===== src/common/psrb_pkg.sv =====
/*
 psrb_pkg: constants, register offsets, types and timing tables of the pressure sensor
 register bank. Assumes a 50 MHz system clock and a host acting as two-wire bus master.
*/
// Overview of operation
// - mode register up to temperature low byte reachable only with power and release set
// - while gated, writes there are dropped and reads return a fixed filler byte
// - power gate bit at 12h: 0 powered down, 1 active; resets to zero
// - release bit at 13h holds measurement block in reset while zero
// - single-sample measurement ends within 6 ms; more averaging takes longer
// - averaging field 7:5 picks 1 to 64 samples; code 111 forbidden
// - mode 01 measures once then back to standby; mode 10 repeats until standby
// - status bit 0 reads one when results are available and zero while measuring, except on continuous repeats with averaging code 100 or above
package psrb_pkg;

	localparam int        CLK_HZ       = 50_000_000;
	localparam int        MS_CYCLES    = CLK_HZ / 1000;

	localparam logic [7:0] ADDR_IDENT1 = 8'h0f;
	localparam logic [7:0] ADDR_IDENT2 = 8'h10;
	localparam logic [7:0] ADDR_PWR    = 8'h12;
	localparam logic [7:0] ADDR_RST    = 8'h13;
	localparam logic [7:0] ADDR_MODE   = 8'h14;
	localparam logic [7:0] ADDR_STAT   = 8'h19;
	localparam logic [7:0] ADDR_P_HI   = 8'h1a;
	localparam logic [7:0] ADDR_P_LO   = 8'h1b;
	localparam logic [7:0] ADDR_P_FR   = 8'h1c;
	localparam logic [7:0] ADDR_T_HI   = 8'h1d;
	localparam logic [7:0] ADDR_T_LO   = 8'h1e;
	localparam logic [7:0] GATED_LO    = ADDR_MODE;
	localparam logic [7:0] GATED_HI    = ADDR_T_LO;

	localparam logic [7:0] MODE_RESET  = 8'h08;
	localparam logic [7:0] GATED_READ  = 8'h00;
	localparam logic [2:0] AVG_MAX     = 3'h6;
	localparam logic [2:0] AVG_BAD     = 3'h7;

	typedef enum logic [1:0] {
		MM_STANDBY = 2'h0,
		MM_ONESHOT = 2'h1,
		MM_CONT    = 2'h2,
		MM_BAD     = 2'h3
	} psrb_mmode_t;

	// mode register byte: averaging_count, ready_pin_enable, two reserved, mode
	typedef struct packed {
		logic [2:0]  avg;
		logic        rdy_pin_en;
		logic        rsv3;
		logic        rsv2;
		psrb_mmode_t mode;
	} psrb_modecfg_t;

	typedef enum logic [6:0] {
		I2C_IDLE = 7'h01,
		I2C_ADDR = 7'h02,
		I2C_ACKA = 7'h04,
		I2C_WR   = 7'h08,
		I2C_ACKW = 7'h10,
		I2C_RD   = 7'h20,
		I2C_ACKR = 7'h40
	} psrb_i2c_state_t;

	// longest measurement time, milliseconds per averaging code
	function automatic int tm_ms(input logic [2:0] avg);
		case (avg)
			3'h0:    return 6;
			3'h1:    return 9;
			3'h2:    return 16;
			3'h3:    return 30;
			3'h4:    return 60;
			3'h5:    return 120;
			default: return 240;
		endcase
	endfunction : tm_ms

	// continuous repeat period, milliseconds per averaging code
	function automatic int ti_ms(input logic [2:0] avg);
		case (avg)
			3'h5:    return 120;
			3'h6:    return 240;
			3'h7:    return 240;
			default: return 60;
		endcase
	endfunction : ti_ms

endpackage : psrb_pkg


===== src/common/psrb_meas_if.sv =====
/*
 psrb_meas_if: control and result signals between the register bank and the measurement
 sequencer. Assumes both ends share clock_in.
*/
interface psrb_meas_if;
	import psrb_pkg::*;
	logic        run_en;
	psrb_mmode_t mode;
	logic [2:0]  avg;
	logic        ready;
	logic        done;
	logic [21:0] press;
	logic [15:0] temp;
	modport ctrl (output run_en, mode, avg, input ready, done, press, temp);
	modport eng  (input run_en, mode, avg, output ready, done, press, temp);
endinterface : psrb_meas_if


===== src/psrb_meas.sv =====
/*
 psrb_meas: measurement sequencer; times one-shot and continuous measurements and
 latches the sensor words at the end of each. Assumes sensor words are stable inputs.
*/
module psrb_meas #(
	parameter int MS_CYCLES = psrb_pkg::MS_CYCLES
) (
	// clock and reset
	input  wire logic        clock_in,
	input  wire logic        sys_rst_in,
	// sensor words
	input  wire logic [21:0] sensor_press_in,
	input  wire logic [15:0] sensor_temp_in,
	// control side
	psrb_meas_if.eng         meas
);
	import psrb_pkg::*;

	typedef struct packed {
		psrb_mmode_t prev;
		logic        busy;
		logic [31:0] cnt;
		logic        ready;
		logic        done;
		logic [21:0] press;
		logic [15:0] temp;
	} psrb_meas_st_t;

	psrb_meas_st_t s_q;
	psrb_meas_st_t s_d;
	logic [2:0]    avg_eff;
	logic [31:0]   tm_cyc;
	logic [31:0]   ti_cyc;
	logic          start;

	always_comb
	begin
		s_d     = s_q;
		s_d.done = 1'b0;
		// forbidden code runs as the longest legal one rather than hanging
		avg_eff = (meas.avg == AVG_BAD) ? AVG_MAX : meas.avg;
		tm_cyc  = 32'(tm_ms(avg_eff) * MS_CYCLES);
		ti_cyc  = 32'(ti_ms(avg_eff) * MS_CYCLES);
		start   = (meas.mode != s_q.prev) && (meas.mode == MM_ONESHOT || meas.mode == MM_CONT);
		s_d.prev = meas.mode;
		if (meas.mode == MM_STANDBY)
		begin
			// abort drops the measurement without touching results
			s_d.busy = 1'b0;
			s_d.cnt  = 32'h0;
		end
		else if (start)
		begin
			s_d.busy  = 1'b1;
			s_d.cnt   = 32'h0;
			s_d.ready = 1'b0;
		end
		else if (s_q.busy)
		begin
			s_d.cnt = s_q.cnt + 32'h1;
			if (meas.mode == MM_CONT && s_q.cnt == ti_cyc - 32'h1)
			begin
				s_d.cnt   = 32'h0;
				s_d.ready = 1'b0;
			end
			if (s_q.cnt == tm_cyc - 32'h1)
			begin
				// set wins over the restart clear when both land together
				s_d.press = sensor_press_in;
				s_d.temp  = sensor_temp_in;
				s_d.ready = 1'b1;
				if (meas.mode == MM_ONESHOT)
				begin
					s_d.busy = 1'b0;
					s_d.done = 1'b1;
				end
			end
		end
		if (sys_rst_in || !meas.run_en)
			s_d = '0;
	end

	always_ff @(posedge clock_in)
		s_q <= s_d;

	assign meas.ready = s_q.ready;
	assign meas.done  = s_q.done;
	assign meas.press = s_q.press;
	assign meas.temp  = s_q.temp;

	chk_avg_limit: assert property (
		@(posedge clock_in) disable iff (sys_rst_in) avg_eff != AVG_BAD)
		else $error("forbidden averaging code reached the timer");
	chk_oneshot_bound: assert property (
		@(posedge clock_in) disable iff (sys_rst_in)
		(s_q.busy && meas.mode == MM_ONESHOT) |-> s_q.cnt < tm_cyc)
		else $error("one-shot measurement overran its time");
	chk_ready_set: assert property (
		@(posedge clock_in) disable iff (sys_rst_in)
		(s_q.busy && !start && meas.run_en && meas.mode != MM_STANDBY
		 && s_q.cnt == tm_cyc - 32'h1) |=> s_q.ready && s_q.press == $past(sensor_press_in))
		else $error("results not latched at measurement end");
	chk_ready_drop: assert property (
		@(posedge clock_in) disable iff (sys_rst_in)
		(start && meas.run_en) |=> !s_q.ready ##1 s_q.busy)
		else $error("ready not cleared at measurement start");
	chk_cont_repeat: assert property (
		@(posedge clock_in) disable iff (sys_rst_in)
		(s_q.busy && meas.run_en && meas.mode == MM_CONT && s_q.prev == MM_CONT
		 && s_q.cnt == ti_cyc - 32'h1) |=> s_q.busy && s_q.cnt == 32'h0)
		else $error("continuous mode did not restart");

endmodule : psrb_meas


===== src/psrb_top.sv =====
/*
 psrb_top: two-wire target interface and register bank of the pressure sensor, with the
 measurement sequencer inside. Assumes scl and sda are already synchronous to clock_in.
*/
module psrb_top #(
	parameter int         MS_CYCLES    = psrb_pkg::MS_CYCLES,
	parameter logic [6:0] DEV_ADDR     = 7'h5d, // arbitrary
	parameter logic [7:0] IDENT_FIRST  = 8'ha5, // arbitrary
	parameter logic [7:0] IDENT_SECOND = 8'h5a  // arbitrary
) (
	// clock and reset
	input  wire logic        clock_in,
	input  wire logic        sys_rst_in,
	// serial bus
	input  wire logic        scl_in,
	input  wire logic        sda_in,
	output logic             sda_out,
	output logic             sda_oe_out,
	// sensor words
	input  wire logic [21:0] sensor_press_in,
	input  wire logic [15:0] sensor_temp_in
);
	import psrb_pkg::*;

	typedef struct packed {
		psrb_i2c_state_t st;
		logic            scl;
		logic            sda;
		logic [3:0]      bits;
		logic [7:0]      sh;
		logic            rw;
		logic            first;
		logic            nack;
		logic [7:0]      ptr;
		logic            oe;
		logic            lvl;
		logic            pwr;
		logic            blk_run;
		psrb_modecfg_t   cfg;
	} psrb_bank_t;

	psrb_bank_t  s_q;
	psrb_bank_t  s_d;
	psrb_meas_if meas ();
	logic        scl_rise;
	logic        scl_fall;
	logic        bus_start;
	logic        bus_stop;
	logic        gate_ok;
	logic        wr_strobe;
	logic        rd_load;
	logic [7:0]  rd_val;
	logic [7:0]  frac_chk;
	logic [7:0]  stat_chk;

	psrb_meas #(
		.MS_CYCLES (MS_CYCLES)
	) u_meas (
		.clock_in        (clock_in),
		.sys_rst_in      (sys_rst_in),
		.sensor_press_in (sensor_press_in),
		.sensor_temp_in  (sensor_temp_in),
		.meas            (meas.eng)
	);

	// read mux; the gated window answers with a fixed filler byte
	function automatic logic [7:0] rd_byte(input logic [7:0] a);
		logic [7:0] v;
		v = 8'h00;
		case (a)
			ADDR_IDENT1: v = IDENT_FIRST;
			ADDR_IDENT2: v = IDENT_SECOND;
			ADDR_PWR:    v = {7'h00, s_q.pwr};
			ADDR_RST:    v = {7'h00, s_q.blk_run};
			ADDR_MODE:   v = s_q.cfg;
			ADDR_STAT:   v = {7'h00, meas.ready};
			ADDR_P_HI:   v = meas.press[21:14];
			ADDR_P_LO:   v = meas.press[13:6];
			ADDR_P_FR:   v = {meas.press[5:0], 2'h0};
			ADDR_T_HI:   v = meas.temp[15:8];
			ADDR_T_LO:   v = meas.temp[7:0];
			default:     v = 8'h00;
		endcase
		if (a >= GATED_LO && a <= GATED_HI && !(s_q.pwr && s_q.blk_run))
			v = GATED_READ;
		return v;
	endfunction : rd_byte

	always_comb
	begin
		s_d       = s_q;
		s_d.scl   = scl_in;
		s_d.sda   = sda_in;
		s_d.lvl   = 1'b0;
		scl_rise  = scl_in && !s_q.scl;
		scl_fall  = !scl_in && s_q.scl;
		bus_start = scl_in && s_q.scl && s_q.sda && !sda_in;
		bus_stop  = scl_in && s_q.scl && !s_q.sda && sda_in;
		gate_ok   = s_q.pwr && s_q.blk_run;
		wr_strobe = 1'b0;
		rd_load   = 1'b0;
		rd_val    = rd_byte(s_q.ptr);
		frac_chk  = rd_byte(ADDR_P_FR);
		stat_chk  = rd_byte(ADDR_STAT);
		if (meas.done && s_q.cfg.mode == MM_ONESHOT)
			s_d.cfg.mode = MM_STANDBY;
		case (s_q.st)
			I2C_IDLE: s_d.oe = 1'b0;
			I2C_ADDR, I2C_WR:
			begin
				if (scl_rise)
				begin
					s_d.sh   = {s_q.sh[6:0], sda_in};
					s_d.bits = s_q.bits + 4'h1;
				end
				else if (scl_fall && s_q.bits == 4'h8)
				begin
					s_d.oe = 1'b1;
					if (s_q.st == I2C_ADDR)
					begin
						s_d.rw    = s_q.sh[0];
						s_d.first = 1'b1;
						s_d.st    = I2C_ACKA;
						if (s_q.sh[7:1] != DEV_ADDR)
						begin
							s_d.oe = 1'b0;
							s_d.st = I2C_IDLE;
						end
					end
					else
					begin
						s_d.st = I2C_ACKW;
						if (s_q.first || s_q.rw)
						begin
							s_d.ptr   = s_q.sh;
							s_d.first = 1'b0;
						end
						else
						begin
							wr_strobe = 1'b1;
							s_d.ptr   = s_q.ptr + 8'h01;
							case (s_q.ptr)
								ADDR_PWR:  s_d.pwr = s_q.sh[0];
								ADDR_RST:  s_d.blk_run = s_q.sh[0];
								ADDR_MODE:
									if (gate_ok)
										s_d.cfg = s_q.sh;
								default:   s_d.ptr = s_q.ptr + 8'h01;
							endcase
						end
					end
				end
			end
			I2C_ACKA, I2C_ACKW:
			begin
				if (scl_fall)
				begin
					s_d.bits = 4'h0;
					s_d.oe   = 1'b0;
					s_d.st   = I2C_WR;
					if (s_q.st == I2C_ACKA && s_q.rw)
					begin
						rd_load = 1'b1;
						s_d.sh  = rd_val;
						s_d.oe  = !rd_val[7];
						s_d.ptr = s_q.ptr + 8'h01;
						s_d.st  = I2C_RD;
					end
				end
			end
			I2C_RD:
			begin
				if (scl_fall)
				begin
					s_d.bits = s_q.bits + 4'h1;
					if (s_q.bits == 4'h7)
					begin
						s_d.oe = 1'b0;
						s_d.st = I2C_ACKR;
					end
					else
					begin
						s_d.sh = {s_q.sh[6:0], 1'b0};
						s_d.oe = !s_q.sh[6];
					end
				end
			end
			I2C_ACKR:
			begin
				if (scl_rise)
					s_d.nack = sda_in;
				else if (scl_fall)
				begin
					s_d.st = I2C_IDLE;
					if (!s_q.nack)
					begin
						rd_load  = 1'b1;
						s_d.sh   = rd_val;
						s_d.oe   = !rd_val[7];
						s_d.ptr  = s_q.ptr + 8'h01;
						s_d.bits = 4'h0;
						s_d.st   = I2C_RD;
					end
				end
			end
			default: s_d.st = I2C_IDLE;
		endcase
		if (bus_start)
		begin
			s_d.st   = I2C_ADDR;
			s_d.bits = 4'h0;
			s_d.oe   = 1'b0;
		end
		else if (bus_stop)
		begin
			s_d.st = I2C_IDLE;
			s_d.oe = 1'b0;
		end
		// held in reset mode the mode register keeps its initial value
		if (!s_q.blk_run)
			s_d.cfg = MODE_RESET;
		if (sys_rst_in)
		begin
			s_d      = '0;
			s_d.st   = I2C_IDLE;
			s_d.scl  = 1'b1;
			s_d.sda  = 1'b1;
			s_d.cfg  = MODE_RESET;
		end
	end

	always_ff @(posedge clock_in)
		s_q <= s_d;

	assign meas.run_en = s_q.pwr && s_q.blk_run;
	assign meas.mode   = s_q.cfg.mode;
	assign meas.avg    = s_q.cfg.avg;
	assign sda_out     = s_q.lvl;
	assign sda_oe_out  = s_q.oe;

	chk_gate_write: assert property (
		@(posedge clock_in) disable iff (sys_rst_in)
		(wr_strobe && s_q.ptr == ADDR_MODE && !s_q.pwr && s_q.blk_run) |=> $stable(s_q.cfg))
		else $error("gated mode write was not dropped");
	chk_gate_read: assert property (
		@(posedge clock_in) disable iff (sys_rst_in)
		(rd_load && s_q.ptr >= GATED_LO && s_q.ptr <= GATED_HI && !gate_ok)
		|=> s_q.sh == GATED_READ)
		else $error("gated read did not return filler");
	chk_open_read: assert property (
		@(posedge clock_in) disable iff (sys_rst_in)
		(rd_load && s_q.ptr == ADDR_MODE && gate_ok) |=> s_q.sh == $past(s_q.cfg))
		else $error("open mode register read wrong");
	chk_pwr_reset: assert property (
		@(posedge clock_in) sys_rst_in |=> !s_q.pwr && !s_q.blk_run && !meas.run_en)
		else $error("power gate not cleared by reset");
	chk_hold_init: assert property (
		@(posedge clock_in) disable iff (sys_rst_in)
		!s_q.blk_run |=> s_q.cfg == MODE_RESET ##1 !meas.ready)
		else $error("mode register not initialised in reset mode");
	chk_frac_place: assert property (
		@(posedge clock_in) disable iff (sys_rst_in)
		gate_ok |-> frac_chk == {meas.press[5:0], 2'h0})
		else $error("fraction byte misplaced");
	chk_status_bit: assert property (
		@(posedge clock_in) disable iff (sys_rst_in)
		gate_ok |-> stat_chk == {7'h00, meas.ready})
		else $error("status byte does not show ready");
	chk_oneshot_back: assert property (
		@(posedge clock_in) disable iff (sys_rst_in)
		(meas.done && s_q.cfg.mode == MM_ONESHOT && !wr_strobe && s_q.blk_run)
		|=> s_q.cfg.mode == MM_STANDBY)
		else $error("one-shot did not return to standby");

endmodule : psrb_top


===== config.mk =====
export PLATFORM = sky130hd
export DESIGN_NAME = psrb_top
export DESIGN_NICKNAME = d
export VERILOG_FILES = /design/src/common/psrb_pkg.sv /design/src/common/psrb_meas_if.sv /design/src/psrb_meas.sv /design/src/psrb_top.sv
export SDC_FILE = /design/constraint.sdc
export NUM_CORES = 1
export LEC_CHECK = 0
export BUFFER_PORTS_ARGS = -buffer_cell sky130_fd_sc_hd__clkbuf_2
export CAP_MARGIN = 20
export CORE_MARGIN = 5
export CORE_UTILIZATION = 45
export CTS_CLUSTER_SIZE = 14
export DETAILED_ROUTE_END_ITERATION = 7
export GPL_TIMING_DRIVEN = 0
export SETUP_SLACK_MARGIN = 0.05
export SYNTH_ARGS = -nofsm -noshare
export SYNTH_HDL_FRONTEND = slang
export SYNTH_HIERARCHICAL = 1
export SYNTH_SLANG_ARGS = --single-unit

===== constraint.sdc =====
create_clock -name clock_in -period 9.4 [get_ports clock_in]
set_input_delay 0.94 -clock clock_in [delete_from_list [all_inputs] [get_ports clock_in]]
set_output_delay 0.94 -clock clock_in [all_outputs]
set_load 0.02 [all_outputs]

==> impl_metrics.csv <==
group,metric,value,unit
critical_path,worstSetupEndpointType,"flop",
worst_hold_path,min_path_cells,2,
final_layout,finish.utilization,51.3,%
power,p_leak,0.00379,uW
sta,slew_headroom,50.2,%
critical_path,worst_ep_required_time,9740,ps
detailed_routing,drc,0,
placed_design,dp_hpwl,17500,um
critical_path,start_kind,"flop",
final_layout,n_antenna_cell,0,
sta,finClkSkew,12.2,ps
placed_design,pre_cts_ws,3370,ps
critical_path,rr_startpoint,"meas.avg[2]",
sta,finalSetupViolations,0,
outcome,status,"completed",
sta,report.final.slew_viol_count,0,
global_routing,antenna_found_initial,0,
placed_design,port_buffers,42,
synthesis,synth_top_cells_by_count,"nand2_1, dfxtp_1, nor2_1, mux2i_1, ha_1",
floorplan,pin_count,44,
sta,hold_viol_final,0,
floorplan,die_x,150,um
final_layout,fin_cells,1440,
detailed_routing,num_vias,7837,
final_layout,fin_area,9940,um^2
global_routing,top_usage_layer,"met2",
worst_hold_path,min_to,"u_meas/meas.press[11]",
critical_path,crit_chain,"buf_2, buf_2, clkbuf_1, or3_1, inv_1, ha_1, inv_1, fa_1, inv_1, ha_1, fa_1, inv_1, fa_1, xor2_1, a21oi_1, a211o_1, nor4_1, nand4_1, nor4_4, buf_6, buf_8, mux2i_1",
clock_tree,clk_path_buf_depth,2,
placed_design,dp.cells,1409,
critical_path,slowest_stage,"fa_1",
clock_tree,post_cts_buffers,0,
clock_tree,cts_resized,0,
synthesis,yosys_register_bits,118,
floorplan,core,19400,um^2
global_routing,grt_usage,20.9,%
critical_path,crit_arrival,6440,ps
critical_path,r2r_slack,3300,ps
sta,max_freq,0.164,GHz
detailed_routing,wl_per_cell,15.9,um
synthesis,yosysTopAreaCellShare,26.8,%
final_layout,multi_input_area,5680,um^2
global_routing,grt-ovfl-total,0,
global_routing,grt_use_met1,27.4,%
sta,period_share,64.9,%
floorplan,die_h,150,um
power,power.density,118,nW/um^2
global_routing,grt_use_met3,3.73,%
final_layout,fillers,1926,
final_layout,drive_gt1_share,13.6,%
sta,post-route-min-period,6100,ps
critical_path,reg2reg_to,"u_meas/meas.press[7]",
placed_design,gp_congestion,0.896,
placed_design,dpl_cell_area,9370,um^2
sta,layout_setup_ws,3300,ps
synthesis,async_reset_ff_share,0,%
synthesis,synth_area_leaders,"dfxtp_1, ha_1, mux2i_1",
synthesis,synth-edff-count,0,
critical_path,ff2ff_path_depth,22,
worst_hold_path,min_from,"u_meas/meas.press[11]",
synthesis,synth.distinct_cells,88,
worst_hold_path,hp-class,"flop to flop",
clock_tree,cts_max_level,4,
synthesis,post-synth-top-area-cell,"dfxtp_1",
detailed_routing,drt_wl_total,22900,um
synthesis,netlist_area,8820,um^2
synthesis,syn_inst,1099,
clock_tree,clockRootBuffer,"clkbuf_16",
floorplan,die-area,22500,um^2
global_routing,grt_pass1_vias,7584,
clock_tree,clock_sink_count,118,
synthesis,yosysSeqAreaShare,26.8,%
final_layout,regArea,2360,um^2
sta,rsz0062_at_grt,"false",
final_layout,area_growth_syn_to_layout,12.8,%
synthesis,synth-main-ff-cell,"dfxtp_1",
synthesis,ys_warn_count,6,
critical_path,cpMostUsedCell,"inv_1",
critical_path,path_class,"flop to flop",
clock_tree,clk_pin_slew,60,ps
global_routing,grt_pass1_wl,38100,um
synthesis,yosysMostFrequentCell,"nand2_1",
job,maxCapViolCount,0,
sta,finalSetupTns,0,ps
power,peakVddDrop,0.110,mV
clock_tree,holdBufCountCts,0,
floorplan,rows,51,
final_layout,fin_nets,1265,
detailed_routing,dr.pass1.iters,6,
global_routing,grt_max_degree,17,
synthesis,synth_area_per_cell,8.02,um^2
clock_tree,cts_tree,"yes",
critical_path,max_stage_delay,570,ps
global_routing,gr-usage-met2,34.9,%
clock_tree,cts_buffers,17,
detailed_routing,drt-vias-per-instance,5.44,
critical_path,crit_family,"adder cells",
clock_tree,worstSkewPairLatency,410,ps
detailed_routing,detail-route-antenna-nets,0,
critical_path,cp_num_buf_inv,9,
detailed_routing,initialDrtViolationCount,602,
critical_path,crit_fanout,10,
sta,worst_slew_pin_slew,741,ps
floorplan,start_util,45.4,%
[cell usage in the layout (no fill, tap or decap), types with 17 or more instances in the layout]
| cell | netlist | layout |
|---|---|---|
| nor3_1 | 20 | 20 |
| xor2_1 | 34 | 34 |
| nand3_1 | 19 | 19 |
| clkbuf_16 | 0 | 17 |
| a21oi_1 | 31 | 31 |
| xnor2_1 | 42 | 42 |
| nand2_1 | 144 | 144 |
| nor2b_1 | 21 | 21 |
| inv_1 | 39 | 39 |
| and3_1 | 17 | 17 |
| dfxtp_1 | 118 | 118 |
| ha_1 | 52 | 52 |
| nor2_1 | 106 | 106 |
| o21ai_0 | 31 | 31 |
| mux2i_1 | 55 | 55 |
| buf_4 | 43 | 43 |
| clkbuf_2 | 0 | 42 |
| clkbuf_1 | 48 | 49 |
[through the flow]
step / total power (uW) / hold WS (ps)
floorplan: 537 / 435
global placement: 553 / 443
detailed placement: 553 / 448
CTS: 1190 / 458
global route: 1220 / 474
finish: 1180 / 454
[sequential cells by signal, indices dropped and copies added (netlist names)]
name,count
sda_oe_out,1
u_meas/meas.done,1
meas.mode,2
u_meas/meas.ready,1
s_q,37
meas.avg,3
u_meas/meas.press,22
u_meas/s_q,35
u_meas/meas.temp,16
[layout make-up]
cell class	count	area share, %
multi-input cells	833	57.1
flip-flops and latches	118	23.8
plain buffers	110	6.28
clock buffers	19	4.46
well taps	265	3.34
repair buffers	42	2.11
inverters	41	1.60
clock inverters	12	1.31
[worst reg2reg max path, cell delays in order (launching register included)]
cell      delay, ps
dfxtp_1         340
buf_2           200
buf_2           230
clkbuf_1        250
or3_1           480
inv_1           150
ha_1            190
inv_1            60
fa_1            530
inv_1            50
ha_1            300
fa_1            570
inv_1            70
fa_1            570
xor2_1          180
a21oi_1          80
a211o_1         280
nor4_1          300
nand4_1         240
nor4_4          360
buf_6           240
buf_8           180
mux2i_1         180
[routing by layer]
metal  up-vias  routed length (um)
li1       3943                   -
met3        42                 861
met1      3682               10700
met2       170               10900
met5         -                   0
met4         0                 479
[worst max path at each step]
stage / start / end / cells after the start
CTS: meas.avg[2] / u_meas/meas.press[6] / 22
global placement: meas.avg[2] / u_meas/meas.press[5] / 22
global route: meas.avg[2] / u_meas/meas.press[9] / 22
detailed placement: meas.avg[2] / u_meas/meas.press[6] / 22
finish: meas.avg[2] / u_meas/meas.press[7] / 22
floorplan: meas.avg[2] / u_meas/meas.press[10] / 22
[power by group]
part / total, uW / switching (uW) / internal, uW
registers: 503 / 1.32 / 502
logic: 39.8 / 22.5 / 17.3
clock network: 634 / 239 / 395
total: 1180 / 263 / 914
[cells by family after synthesis]
kind of cell             count (synthesis)  synth area share [%]
AO/OA/AOI/OAI                          191                  15.2
buffers and inverters                  151                  8.88
multiplexers                            57                  6.50
flip-flops                             118                  26.8
adder cells (fa/ha/maj)                 60                  9.20
AND/OR/NAND/NOR                        444                  25.8
XOR/XNOR                                76                  7.55
other                                    2                0.0852
(Power assumes the default switching activity.)
